[config.mk]
export PLATFORM = sky130hd
export DESIGN_NAME = bis_backlight_regs
export DESIGN_NICKNAME = d
export VERILOG_FILES = /design/src/bis_pkg.sv /design/src/bis_pin_sync.sv /design/src/bis_reg_mem.sv /design/src/bis_backlight_regs.sv
export SDC_FILE = /design/constraint.sdc
export NUM_CORES = 1
export LEC_CHECK = 0
export ABC_AREA = 1
export BUFFER_PORTS_ARGS = -buffer_cell sky130_fd_sc_hd__buf_2
export CAP_MARGIN = 20
export CORE_MARGIN = 2
export CORE_UTILIZATION = 25
export CTS_CLUSTER_SIZE = 24
export DETAILED_ROUTE_END_ITERATION = 8
export HOLD_SLACK_MARGIN = 0.08
export PLACE_DENSITY = 0.46
export REMOVE_ABC_BUFFERS = 1
export SLEW_MARGIN = 20
export SYNTH_ARGS = -nofsm -noshare
export SYNTH_HDL_FRONTEND = slang
export SYNTH_SLANG_ARGS = --single-unit
[constraint.sdc]
create_clock -name sys_clk -period 2 [get_ports sys_clk]
set_clock_uncertainty 0.15 [all_clocks]
set_input_delay 0.2 -clock sys_clk [delete_from_list [all_inputs] [get_ports sys_clk]]
set_output_delay 0.2 -clock sys_clk [all_outputs]
set_load 0.02 [all_outputs]
[src/bis_pkg.sv]
/*
 * constants, field positions and types shared by the backlight register block.
 * assumes a single 50 mhz system clock and an active-low asynchronous reset.
 */
package bis_pkg;

   // ************************************************************
   // register offsets as seen on the serial port
   // ************************************************************
   localparam logic [7:0] OFS_CONTROL     = 8'h00;
   localparam logic [7:0] OFS_CONFIG      = 8'h01;
   localparam logic [7:0] OFS_BOOST       = 8'h02;
   localparam logic [7:0] OFS_BRIGHT_A    = 8'h03;
   localparam logic [7:0] OFS_BRIGHT_B    = 8'h04;
   localparam logic [7:0] OFS_FULLSCALE_A = 8'h05;
   localparam logic [7:0] OFS_FULLSCALE_B = 8'h06;
   localparam logic [7:0] OFS_FILTER      = 8'h50;

   // ************************************************************
   // storage indices
   // ************************************************************
   localparam int          REG_COUNT       = 8;
   localparam int          IDX_W           = 3;
   localparam logic [2:0]  IDX_CONTROL     = 3'h0;
   localparam logic [2:0]  IDX_CONFIG      = 3'h1;
   localparam logic [2:0]  IDX_BOOST       = 3'h2;
   localparam logic [2:0]  IDX_BRIGHT_A    = 3'h3;
   localparam logic [2:0]  IDX_BRIGHT_B    = 3'h4;
   localparam logic [2:0]  IDX_FULLSCALE_A = 3'h5;
   localparam logic [2:0]  IDX_FULLSCALE_B = 3'h6;
   localparam logic [2:0]  IDX_FILTER      = 3'h7;
   localparam logic [7:0]  REG_RESET       = 8'h00;

   // ************************************************************
   // field positions
   // ************************************************************
   localparam int CTL_LINEAR_B   = 1;
   localparam int CTL_LINEAR_A   = 2;
   localparam int CTL_ENABLE_B   = 3;
   localparam int CTL_ENABLE_A   = 4;
   localparam int CFG_PWM_A      = 0;
   localparam int CFG_PWM_B      = 1;
   localparam int CFG_FB_A       = 3;
   localparam int CFG_FB_B       = 4;
   localparam int BST_FREQ       = 0;
   localparam int BST_OCP_LO     = 3;
   localparam int BST_OVP_LO     = 5;
   localparam int FS_HYST        = 7;
   localparam int FS_LOWER_BOUND = 6;
   localparam int FS_CODE_W      = 5;
   localparam int FLT_W          = 2;

   // ************************************************************
   // serial slave states
   // ************************************************************
   typedef enum logic [2:0] {
      ST_IDLE  = 3'b000,
      ST_ADDR  = 3'b001,
      ST_AACK  = 3'b010,
      ST_WBYTE = 3'b011,
      ST_WACK  = 3'b100,
      ST_RBYTE = 3'b101,
      ST_RACK  = 3'b110
   } bis_state_type;

   localparam logic [3:0] BIT_COUNT_FULL = 4'h8;
   localparam logic [6:0] DEFAULT_DEV_ADDR = 7'h2a;

endpackage

[src/bis_pin_sync.sv]
/*
 * three-flop input synchroniser with agreement filter, one lane per bit.
 * assumes asynchronous pin inputs and the system clock.
 */
module bis_pin_sync #(
   parameter int               WIDTH     = 1,
   parameter logic [WIDTH-1:0] RESET_VAL = '0
) (
   input  wire logic             sys_clk,
   input  wire logic             resetn,
   input  wire logic [WIDTH-1:0] pin_in,
   output logic      [WIDTH-1:0] level_q
);

   // ************************************************************
   // per-bit lanes
   // ************************************************************
   genvar g;
   generate
      for (g = 0; g < WIDTH; g++)
      begin : g_lane
         logic s1_q;
         logic s2_q;
         logic s3_q;
         always_ff @(posedge sys_clk or negedge resetn)
         begin
            if (!resetn)
            begin
               s1_q       <= RESET_VAL[g];
               s2_q       <= RESET_VAL[g];
               s3_q       <= RESET_VAL[g];
               level_q[g] <= RESET_VAL[g];
            end
            else
            begin
               s1_q <= pin_in[g];
               s2_q <= s1_q;
               s3_q <= s2_q;
               if (s2_q == s3_q)
                  level_q[g] <= s3_q;
            end
         end
      end
   endgenerate

endmodule // bis_pin_sync

[src/bis_reg_mem.sv]
/*
 * small register store with registered read port and a flat view of all entries.
 * assumes writes come from one master in the system clock domain.
 */
module bis_reg_mem
   import bis_pkg::*;
#(
   parameter int DEPTH = bis_pkg::REG_COUNT,
   parameter int WIDTH = 8
) (
   input  wire logic                     sys_clk,
   input  wire logic                     resetn,
   input  wire logic                     wr_en,
   input  wire logic [bis_pkg::IDX_W-1:0] wr_idx,
   input  wire logic [WIDTH-1:0]         wr_data,
   input  wire logic [bis_pkg::IDX_W-1:0] rd_idx,
   output logic      [WIDTH-1:0]         rd_data_q,
   output logic      [DEPTH*WIDTH-1:0]   contents_q
);
   import bis_pkg::*;

   // ************************************************************
   // storage entries
   // ************************************************************
   genvar g;
   generate
      for (g = 0; g < DEPTH; g++)
      begin : g_entry
         always_ff @(posedge sys_clk or negedge resetn)
         begin
            if (!resetn)
               contents_q[g*WIDTH +: WIDTH] <= WIDTH'(REG_RESET);
            else if (wr_en && (wr_idx == IDX_W'(g)))
               contents_q[g*WIDTH +: WIDTH] <= wr_data;
         end
      end
   endgenerate

   // ************************************************************
   // read port
   // ************************************************************
   always_ff @(posedge sys_clk or negedge resetn)
   begin
      if (!resetn)
         rd_data_q <= '0;
      else
         rd_data_q <= contents_q[rd_idx*WIDTH +: WIDTH];
   end

endmodule // bis_reg_mem

[src/bis_backlight_regs.sv]
/*
 * backlight driver register block: serial slave, register store, decoded controls.
 * assumes scl, sda and pwm arrive asynchronously; sda is open drain outside.
 */
module bis_backlight_regs
   import bis_pkg::*;
#(
   parameter logic [6:0] DEV_ADDR = bis_pkg::DEFAULT_DEV_ADDR // arbitrary value
) (
   input  wire logic                             sys_clk,
   input  wire logic                             resetn,
   input  wire logic                             scl_in,
   input  wire logic                             sda_in,
   output logic                                  sda_out,
   output logic                                  sda_oe,
   input  wire logic                             pwm_in,
   output logic                                  bank_a_enable,
   output logic                                  bank_b_enable,
   output logic                                  bank_a_linear,
   output logic                                  bank_b_linear,
   output logic                                  bank_a_pwm_enable,
   output logic                                  bank_b_pwm_enable,
   output logic                                  bank_a_feedback,
   output logic                                  bank_b_feedback,
   output logic [1:0]                            overvoltage_limit_select,
   output logic [1:0]                            overcurrent_limit_select,
   output logic                                  switching_frequency_select,
   output logic [bis_pkg::FS_CODE_W-1:0]         bank_a_full_scale,
   output logic [bis_pkg::FS_CODE_W-1:0]         bank_b_full_scale,
   output logic                                  sampler_hysteresis_two,
   output logic                                  sampler_lower_bound_six,
   output logic [bis_pkg::FLT_W-1:0]             filter_strength,
   output logic [7:0]                            bank_a_level,
   output logic [7:0]                            bank_b_level
);
   import bis_pkg::*;

   // ************************************************************
   // pin synchronisers
   // ************************************************************
   logic [2:0] pins_q;
   logic       scl_f;
   logic       sda_f;
   logic       pwm_f;

   bis_pin_sync #(
      .WIDTH     (3),
      .RESET_VAL (3'b011)
   ) u_sync (
      .sys_clk (sys_clk),
      .resetn  (resetn),
      .pin_in  ({pwm_in, sda_in, scl_in}),
      .level_q (pins_q)
   );

   assign scl_f = pins_q[0];
   assign sda_f = pins_q[1];
   assign pwm_f = pins_q[2];

   // ************************************************************
   // bus events
   // ************************************************************
   logic scl_p_q;
   logic sda_p_q;
   logic scl_rise;
   logic scl_fall;
   logic start_ev;
   logic stop_ev;

   always_ff @(posedge sys_clk or negedge resetn)
   begin
      if (!resetn)
      begin
         scl_p_q <= 1'b1;
         sda_p_q <= 1'b1;
      end
      else
      begin
         scl_p_q <= scl_f;
         sda_p_q <= sda_f;
      end
   end

   assign scl_rise = scl_f & ~scl_p_q;
   assign scl_fall = ~scl_f & scl_p_q;
   assign start_ev = scl_f & scl_p_q & sda_p_q & ~sda_f;
   assign stop_ev  = scl_f & scl_p_q & ~sda_p_q & sda_f;

   // ************************************************************
   // offset decode
   // ************************************************************
   function automatic logic [IDX_W:0] decode_ofs(input logic [7:0] ofs);
      logic [IDX_W:0] r;
      r = '0;
      if (ofs == OFS_CONTROL)
         r = {1'b1, IDX_CONTROL};
      else if (ofs == OFS_CONFIG)
         r = {1'b1, IDX_CONFIG};
      else if (ofs == OFS_BOOST)
         r = {1'b1, IDX_BOOST};
      else if (ofs == OFS_BRIGHT_A)
         r = {1'b1, IDX_BRIGHT_A};
      else if (ofs == OFS_BRIGHT_B)
         r = {1'b1, IDX_BRIGHT_B};
      else if (ofs == OFS_FULLSCALE_A)
         r = {1'b1, IDX_FULLSCALE_A};
      else if (ofs == OFS_FULLSCALE_B)
         r = {1'b1, IDX_FULLSCALE_B};
      else if (ofs == OFS_FILTER)
         r = {1'b1, IDX_FILTER};
      return r;
   endfunction

   // ************************************************************
   // serial slave state
   // ************************************************************
   bis_state_type state_q;
   logic [3:0]    cnt_q;
   logic [7:0]    rx_q;
   logic [7:0]    tx_q;
   logic [7:0]    ptr_q;
   logic          first_q;
   logic          rw_q;
   logic          wr_en_q;
   logic [7:0]    wr_data_q;
   logic [IDX_W-1:0] wr_idx_q;
   logic [IDX_W:0]   ptr_dec;
   logic [7:0]       rd_data;
   logic [REG_COUNT*8-1:0] regs;

   assign ptr_dec = decode_ofs(ptr_q);

   always_ff @(posedge sys_clk or negedge resetn)
   begin
      if (!resetn)
      begin
         state_q   <= ST_IDLE;
         cnt_q     <= '0;
         rx_q      <= '0;
         tx_q      <= '0;
         ptr_q     <= '0;
         first_q   <= 1'b0;
         rw_q      <= 1'b0;
         sda_oe    <= 1'b0;
         wr_en_q   <= 1'b0;
         wr_data_q <= '0;
         wr_idx_q  <= '0;
      end
      else
      begin
         wr_en_q <= 1'b0;
         if (stop_ev)
         begin
            state_q <= ST_IDLE;
            sda_oe  <= 1'b0;
         end
         else if (start_ev)
         begin
            state_q <= ST_ADDR;
            cnt_q   <= '0;
            sda_oe  <= 1'b0;
         end
         else
         begin
            case (state_q)
               ST_ADDR, ST_WBYTE:
               begin
                  if (scl_rise)
                  begin
                     rx_q  <= {rx_q[6:0], sda_f};
                     cnt_q <= cnt_q + 4'h1;
                  end
                  else if (scl_fall && (cnt_q == BIT_COUNT_FULL))
                  begin
                     if (state_q == ST_ADDR)
                     begin
                        if (rx_q[7:1] == DEV_ADDR)
                        begin
                           state_q <= ST_AACK;
                           rw_q    <= rx_q[0];
                           first_q <= 1'b1;
                           sda_oe  <= 1'b1;
                        end
                        else
                           state_q <= ST_IDLE;
                     end
                     else
                     begin
                        // first byte sets the pointer, later bytes store at mapped offsets and advance
                        state_q <= ST_WACK;
                        sda_oe  <= 1'b1;
                        first_q <= 1'b0;
                        if (first_q)
                           ptr_q <= rx_q;
                        else
                        begin
                           wr_en_q   <= ptr_dec[IDX_W];
                           wr_idx_q  <= ptr_dec[IDX_W-1:0];
                           wr_data_q <= rx_q;
                           ptr_q     <= ptr_q + 8'h01;
                        end
                     end
                  end
               end
               ST_AACK:
               begin
                  if (scl_fall)
                  begin
                     cnt_q <= '0;
                     if (rw_q)
                     begin
                        state_q <= ST_RBYTE;
                        tx_q    <= rd_data;
                        sda_oe  <= ~rd_data[7];
                     end
                     else
                     begin
                        state_q <= ST_WBYTE;
                        sda_oe  <= 1'b0;
                     end
                  end
               end
               ST_WACK:
               begin
                  if (scl_fall)
                  begin
                     state_q <= ST_WBYTE;
                     cnt_q   <= '0;
                     sda_oe  <= 1'b0;
                  end
               end
               ST_RBYTE:
               begin
                  if (scl_rise)
                     cnt_q <= cnt_q + 4'h1;
                  else if (scl_fall)
                  begin
                     if (cnt_q == BIT_COUNT_FULL)
                     begin
                        state_q <= ST_RACK;
                        sda_oe  <= 1'b0;
                     end
                     else
                     begin
                        tx_q   <= {tx_q[6:0], 1'b0};
                        sda_oe <= ~tx_q[6];
                     end
                  end
               end
               ST_RACK:
               begin
                  if (scl_rise)
                  begin
                     if (sda_f)
                        state_q <= ST_IDLE;
                     else
                        ptr_q <= ptr_q + 8'h01;
                  end
                  else if (scl_fall)
                  begin
                     state_q <= ST_RBYTE;
                     cnt_q   <= '0;
                     tx_q    <= rd_data;
                     sda_oe  <= ~rd_data[7];
                  end
               end
               default:
                  sda_oe <= 1'b0;
            endcase
         end
      end
   end

   // open-drain data line only ever pulls low
   always_ff @(posedge sys_clk or negedge resetn)
   begin
      if (!resetn)
         sda_out <= 1'b0;
      else
         sda_out <= 1'b0;
   end

   // ************************************************************
   // register store
   // ************************************************************
   logic [7:0] rd_word;

   bis_reg_mem #(
      .DEPTH (REG_COUNT),
      .WIDTH (8)
   ) u_mem (
      .sys_clk    (sys_clk),
      .resetn     (resetn),
      .wr_en      (wr_en_q),
      .wr_idx     (wr_idx_q),
      .wr_data    (wr_data_q),
      .rd_idx     (ptr_dec[IDX_W-1:0]),
      .rd_data_q  (rd_word),
      .contents_q (regs)
   );

   // unmapped offsets read as zero
   assign rd_data = ptr_dec[IDX_W] ? rd_word : 8'h00;

   // ************************************************************
   // decoded controls
   // ************************************************************
   logic [7:0] r_ctl;
   logic [7:0] r_cfg;
   logic [7:0] r_bst;
   logic [7:0] r_bra;
   logic [7:0] r_brb;
   logic [7:0] r_fsa;
   logic [7:0] r_fsb;
   logic [7:0] r_flt;

   assign r_ctl = regs[IDX_CONTROL*8 +: 8];
   assign r_cfg = regs[IDX_CONFIG*8 +: 8];
   assign r_bst = regs[IDX_BOOST*8 +: 8];
   assign r_bra = regs[IDX_BRIGHT_A*8 +: 8];
   assign r_brb = regs[IDX_BRIGHT_B*8 +: 8];
   assign r_fsa = regs[IDX_FULLSCALE_A*8 +: 8];
   assign r_fsb = regs[IDX_FULLSCALE_B*8 +: 8];
   assign r_flt = regs[IDX_FILTER*8 +: 8];

   always_ff @(posedge sys_clk or negedge resetn)
   begin
      if (!resetn)
      begin
         bank_a_enable              <= 1'b0;
         bank_b_enable              <= 1'b0;
         bank_a_linear              <= 1'b0;
         bank_b_linear              <= 1'b0;
         bank_a_pwm_enable          <= 1'b0;
         bank_b_pwm_enable          <= 1'b0;
         bank_a_feedback            <= 1'b0;
         bank_b_feedback            <= 1'b0;
         overvoltage_limit_select   <= '0;
         overcurrent_limit_select   <= '0;
         switching_frequency_select <= 1'b0;
         bank_a_full_scale          <= '0;
         bank_b_full_scale          <= '0;
         sampler_hysteresis_two     <= 1'b0;
         sampler_lower_bound_six    <= 1'b0;
         filter_strength            <= '0;
      end
      else
      begin
         filter_strength            <= r_flt[FLT_W-1:0];
         bank_a_pwm_enable          <= r_cfg[CFG_PWM_A];
         bank_a_feedback            <= r_cfg[CFG_FB_A];
         bank_b_pwm_enable          <= r_cfg[CFG_PWM_B];
         bank_b_feedback            <= r_cfg[CFG_FB_B];
         overvoltage_limit_select   <= r_bst[BST_OVP_LO +: 2];
         overcurrent_limit_select   <= r_bst[BST_OCP_LO +: 2];
         switching_frequency_select <= r_bst[BST_FREQ];
         bank_a_full_scale          <= r_fsa[FS_CODE_W-1:0];
         bank_b_full_scale          <= r_fsb[FS_CODE_W-1:0];
         sampler_hysteresis_two     <= r_fsa[FS_HYST];
         sampler_lower_bound_six    <= ~r_fsa[FS_LOWER_BOUND];
         bank_a_enable              <= r_ctl[CTL_ENABLE_A];
         bank_b_enable              <= r_ctl[CTL_ENABLE_B];
         bank_a_linear              <= r_ctl[CTL_LINEAR_A];
         bank_b_linear              <= r_ctl[CTL_LINEAR_B];
      end
   end

   // ************************************************************
   // brightness levels, gated by enable and pwm input
   // ************************************************************
   always_ff @(posedge sys_clk or negedge resetn)
   begin
      if (!resetn)
      begin
         bank_a_level <= '0;
         bank_b_level <= '0;
      end
      else
      begin
         bank_a_level <= (r_ctl[CTL_ENABLE_A] && (!r_cfg[CFG_PWM_A] || pwm_f)) ? r_bra : 8'h00;
         bank_b_level <= (r_ctl[CTL_ENABLE_B] && (!r_cfg[CFG_PWM_B] || pwm_f)) ? r_brb : 8'h00;
      end
   end

endmodule // bis_backlight_regs

==> impl_metrics.xml <==
<?xml version="1.0" encoding="UTF-8"?>
<metrics>
  <group name="status">
    <metric name="status" unit="">finished with violations</metric>
    <metric name="failed_checks" unit="">negative setup slack</metric>
  </group>
  <group name="pwr">
    <metric name="power_leakage" unit="uW">0.00481</metric>
    <metric name="post-layout-total-power" unit="uW">11900</metric>
    <metric name="power-per-cell-area" unit="nW/um^2">1170</metric>
    <metric name="power.ir.vdd_worst" unit="mV">0.573</metric>
  </group>
  <group name="synthesis">
    <metric name="synth.cells.most_frequent" unit="">sky130_fd_sc_hd__nand2_1, sky130_fd_sc_hd__dfrtp_1, sky130_fd_sc_hd__inv_1</metric>
    <metric name="netlist.top_cell.by_area" unit="">sky130_fd_sc_hd__dfrtp_1</metric>
    <metric name="synth_cell_types" unit="">39</metric>
    <metric name="async_flop_share" unit="%">100</metric>
    <metric name="ys_warn_count" unit="">0</metric>
    <metric name="synthesized_area_per_cell" unit="sq um">8.79</metric>
    <metric name="synth_seq_cells" unit="">174</metric>
    <metric name="netlist_area" unit="sq um">7650</metric>
    <metric name="number_of_enable_type_register_cells_in_the_synthesized_netlist" unit="">0</metric>
    <metric name="synth_most_common_cell" unit="">sky130_fd_sc_hd__nand2_1</metric>
    <metric name="synth.top_cell.area_share" unit="%">53.6</metric>
    <metric name="yosys_most_used_dff" unit="">sky130_fd_sc_hd__dfrtp_1</metric>
    <metric name="synthTopCellsByArea" unit="">sky130_fd_sc_hd__dfrtp_1, sky130_fd_sc_hd__nand2_1, sky130_fd_sc_hd__o21ai_0</metric>
    <metric name="yosysSeqAreaShare" unit="%">57.0</metric>
    <metric name="syn-instance-count" unit="">871</metric>
  </group>
  <group name="route">
    <metric name="detail_route.first_pass.iterations" unit="">4</metric>
    <metric name="routed_wirelength" unit="mm">20.2</metric>
    <metric name="ant_nets" unit="">0</metric>
    <metric name="drt_iter0_drc" unit="">419</metric>
    <metric name="detailroute.via_count" unit="">6107</metric>
    <metric name="detail_route.vias_per_cell" unit="">4.34</metric>
    <metric name="detail_route.wl_per_cell" unit="microns">14.3</metric>
    <metric name="drcViolationCount" unit="">0</metric>
  </group>
  <group name="hold_path">
    <metric name="hp-class" unit="">primary input to asynchronous set/reset pin</metric>
  </group>
  <group name="placement">
    <metric name="portBuffers" unit="">48</metric>
    <metric name="detailed_place_hpwl" unit="mm">13.7</metric>
    <metric name="dpl_cell_area" unit="sq um">8820</metric>
    <metric name="dpl_worst_slack" unit="ns">-0.0791</metric>
    <metric name="place_congestion" unit="">0.803</metric>
    <metric name="dp_cells" unit="">1351</metric>
  </group>
  <group name="clock_network">
    <metric name="sinks_on_the_clock_net" unit="">174</metric>
    <metric name="max-clock-path-buffers" unit="">2</metric>
    <metric name="htree_num_levels" unit="">4</metric>
    <metric name="cts_bufs_inserted" unit="">17</metric>
    <metric name="ctsRootBufferMaster" unit="">sky130_fd_sc_hd__clkbuf_16</metric>
    <metric name="clock_latency_on_the_worst_skew_pair" unit="ns">0.43</metric>
    <metric name="cts_tree" unit="">done</metric>
    <metric name="worst_setup_hold_path_clk_slew" unit="ns">0.08</metric>
  </group>
  <group name="critical_path">
    <metric name="crit_arrival" unit="ns">2.31</metric>
    <metric name="critical_path.startpoint_type" unit="">register</metric>
    <metric name="critical_path_required" unit="ns">2.23</metric>
    <metric name="worstSetupEndpointType" unit="">register</metric>
    <metric name="worst-path-max-fanout" unit="">7</metric>
    <metric name="category_of_the_most_critical_setup_path" unit="">register to register</metric>
  </group>
  <group name="die">
    <metric name="die_area" unit="sq um">32000</metric>
    <metric name="die-width" unit="microns">179</metric>
    <metric name="start_util" unit="%">25.2</metric>
    <metric name="die-height" unit="microns">179</metric>
    <metric name="floorplan.core_area" unit="sq um">30300</metric>
    <metric name="io_pins" unit="">50</metric>
    <metric name="row_count" unit="">64</metric>
  </group>
  <group name="sta">
    <metric name="timing.final.setup_violations" unit="">9</metric>
    <metric name="finalMaxSlewViolations" unit="">0</metric>
    <metric name="fin_crit" unit="ns">2.08</metric>
    <metric name="grt_setup_unrepaired" unit="">true</metric>
    <metric name="finalHoldViolations" unit="">0</metric>
    <metric name="timing.max_slew.rel_slack" unit="%">60.1</metric>
    <metric name="max_slew.worst_pin.slew" unit="ns">0.594</metric>
    <metric name="fmax" unit="GHz">0.481</metric>
    <metric name="share_of_the_cycle_needed_by_the_critical_path_after_routing" unit="%">104</metric>
    <metric name="post_route_setup_slack" unit="ns">-0.0803</metric>
  </group>
  <group name="layout">
    <metric name="antennaDiodeCount" unit="">0</metric>
    <metric name="stdcell_count" unit="">1407</metric>
    <metric name="flow.area_growth_from_synthesis" unit="%">32.9</metric>
    <metric name="final_layout_size_suffix_gt1_share" unit="%">28.6</metric>
    <metric name="nets" unit="">1012</metric>
    <metric name="stdcell_area" unit="sq um">10200</metric>
  </group>
  <group name="global_route">
    <metric name="gr-max-usage-layer" unit="">met2</metric>
    <metric name="grt_use_met2" unit="%">20.6</metric>
    <metric name="grt_util_all_layers" unit="%">13.0</metric>
    <metric name="grt_start_max_net_pins" unit="">50</metric>
    <metric name="grt_first_pass_wirelength" unit="mm">32.0</metric>
    <metric name="grt_util_met3" unit="%">2.35</metric>
    <metric name="grt_overflow_total" unit="">0</metric>
    <metric name="first_global_vias" unit="">5939</metric>
    <metric name="number_of_antenna_violations_at_the_first_check_in_global_routing" unit="">0</metric>
    <metric name="m1_gr_usage" unit="%">17.9</metric>
  </group>
  <group name="job">
    <metric name="timing.max_cap.violations" unit="">0</metric>
  </group>
</metrics>
[kinds of logic after synthesis]
logic type	synth area share (%)
compound gates	10.0
xor+xnor	0.801
fa+ha+maj	1.86
buf+inv	8.42
flops	57.0
other cells	0.0490
simple gates	21.8
[state kept, by name (all words and copies together), names as in the netlist, 4 cells and up]
register           count
wr_data_q              8
u_mem.rd_data_q        8
rx_q                   8
bank_b_level           8
ptr_q                  8
tx_q                   7
cnt_q                  4
bank_a_level           8
bank_a_full_scale      5
bank_b_full_scale      5
u_mem.contents_q      64
[cells in the final DEF (no fill, tap or decap), types with 4 or more instances in the layout]
| cell | netlist | layout |
|---|---|---|
| sky130_fd_sc_hd__clkinvlp_4 | 0 | 4 |
| sky130_fd_sc_hd__o21ai_1 | 5 | 18 |
| sky130_fd_sc_hd__clkbuf_16 | 0 | 22 |
| sky130_fd_sc_hd__nand2_2 | 5 | 28 |
| sky130_fd_sc_hd__nor2_2 | 3 | 4 |
| sky130_fd_sc_hd__o211ai_1 | 6 | 6 |
| sky130_fd_sc_hd__o21ai_2 | 1 | 4 |
| sky130_fd_sc_hd__o21ai_0 | 104 | 87 |
| sky130_fd_sc_hd__buf_12 | 0 | 11 |
| sky130_fd_sc_hd__nand3_2 | 3 | 30 |
| sky130_fd_sc_hd__buf_4 | 9 | 57 |
| sky130_fd_sc_hd__nand2_1 | 224 | 191 |
| sky130_fd_sc_hd__nor2_1 | 48 | 44 |
| sky130_fd_sc_hd__ha_4 | 0 | 5 |
| sky130_fd_sc_hd__a21oi_1 | 10 | 7 |
| sky130_fd_sc_hd__nand2_4 | 3 | 11 |
| sky130_fd_sc_hd__buf_6 | 5 | 13 |
| sky130_fd_sc_hd__dfstp_2 | 10 | 10 |
| sky130_fd_sc_hd__inv_8 | 0 | 4 |
| sky130_fd_sc_hd__xor2_1 | 6 | 6 |
| sky130_fd_sc_hd__inv_2 | 7 | 11 |
| sky130_fd_sc_hd__nor3_1 | 5 | 4 |
| sky130_fd_sc_hd__buf_2 | 1 | 47 |
| sky130_fd_sc_hd__dlygate4sd3_1 | 0 | 4 |
| sky130_fd_sc_hd__inv_1 | 112 | 107 |
| sky130_fd_sc_hd__dfrtp_1 | 164 | 161 |
| sky130_fd_sc_hd__nand3_1 | 88 | 60 |
| sky130_fd_sc_hd__a31oi_1 | 9 | 9 |
[metrics by stage]
stage	hold slack (ns)	setup TNS [ns]	util, %
after detailed placement	0.0240	-0.475	29.1
after CTS	0.117	-0.294	31.5
final	0.121	-0.519	33.5
after global placement	0.0256	-0.294	29.1
after global routing	0.150	-3.82	33.5
after floorplan	-0.246	-0.761	-
[worst paths after layout]
check	start	to	slack, ns	depth (start not counted)
worst min-delay path	resetn	overvoltage_limit_select[1]$_DFF_PN0_	0.12	2
min in group sys_clk	u_sync.g_lane[2].s1_q$_DFF_PN0_	u_sync.g_lane[2].s2_q$_DFF_PN0_	0.20	0
worst min register to register	u_sync.g_lane[2].s1_q$_DFF_PN0_	u_sync.g_lane[2].s2_q$_DFF_PN0_	0.20	0
worst max register to register	ptr_q[1]$_DFFE_PN0P_	u_mem.rd_data_q[3]$_DFF_PN0_	-0.08	17
max in group asynchronous	resetn	scl_p_q$_DFF_PN1_	0.91	3
worst max-delay path	ptr_q[1]$_DFFE_PN0P_	u_mem.rd_data_q[3]$_DFF_PN0_	-0.08	17
[where the power goes]
part | switching [uW] | leakage (uW) | total, uW | internal, uW
logic | 2660 | 0.00219 | 4720 | 2050
clock network | 1560 | 0.000272 | 3200 | 1640
registers | 207 | 0.00235 | 4000 | 3790
total | 4430 | 0.00481 | 11900 | 7490
[repair_timing]
action | 4_1_cts | 5_1_grt
endpoints found under the hold margin | 167 | 0
setup endpoints to repair | 14 | 43
hold buffers | 4 | 0
gates resized for setup | 19 | 123
pin swaps | 5 | 61
cloned | 2 | 7
buffers inserted | 4 | 10
[worst max-delay path, cell delays in order (launching register included)]
cell	delay [ns]
sky130_fd_sc_hd__dfrtp_1	0.39
sky130_fd_sc_hd__inv_2	0.12
sky130_fd_sc_hd__ha_4	0.15
sky130_fd_sc_hd__inv_2	0.04
sky130_fd_sc_hd__nor2_2	0.11
sky130_fd_sc_hd__nand3_2	0.07
sky130_fd_sc_hd__nand2_1	0.07
sky130_fd_sc_hd__nand2_1	0.06
sky130_fd_sc_hd__nand2_2	0.08
sky130_fd_sc_hd__nand2_4	0.07
sky130_fd_sc_hd__nand2_8	0.12
sky130_fd_sc_hd__nand2_8	0.10
sky130_fd_sc_hd__clkbuf_16	0.18
sky130_fd_sc_hd__nand2_4	0.05
sky130_fd_sc_hd__nand3_1	0.05
sky130_fd_sc_hd__nand2_1	0.07
sky130_fd_sc_hd__nand2_1	0.07
sky130_fd_sc_hd__nand2_1	0.07
[routing by layer]
layer	wire length, microns	vias to the layer above
met5	0	-
met4	299	0
met3	602	16
met2	9390	85
met1	9900	2970
li1	-	3036
[final cells by class]
class                   instances  area (sq um)
clock inverters                14           131
inverters                     121           465
well taps                     396           495
clock buffers                  18           429
flip-flops and latches        174          4370
repair buffers                137          1190
fillers                      3157         20200
multi-input cells             546          3080
repair inverters                1          7.51
Power figures use the tool's default switching activity.
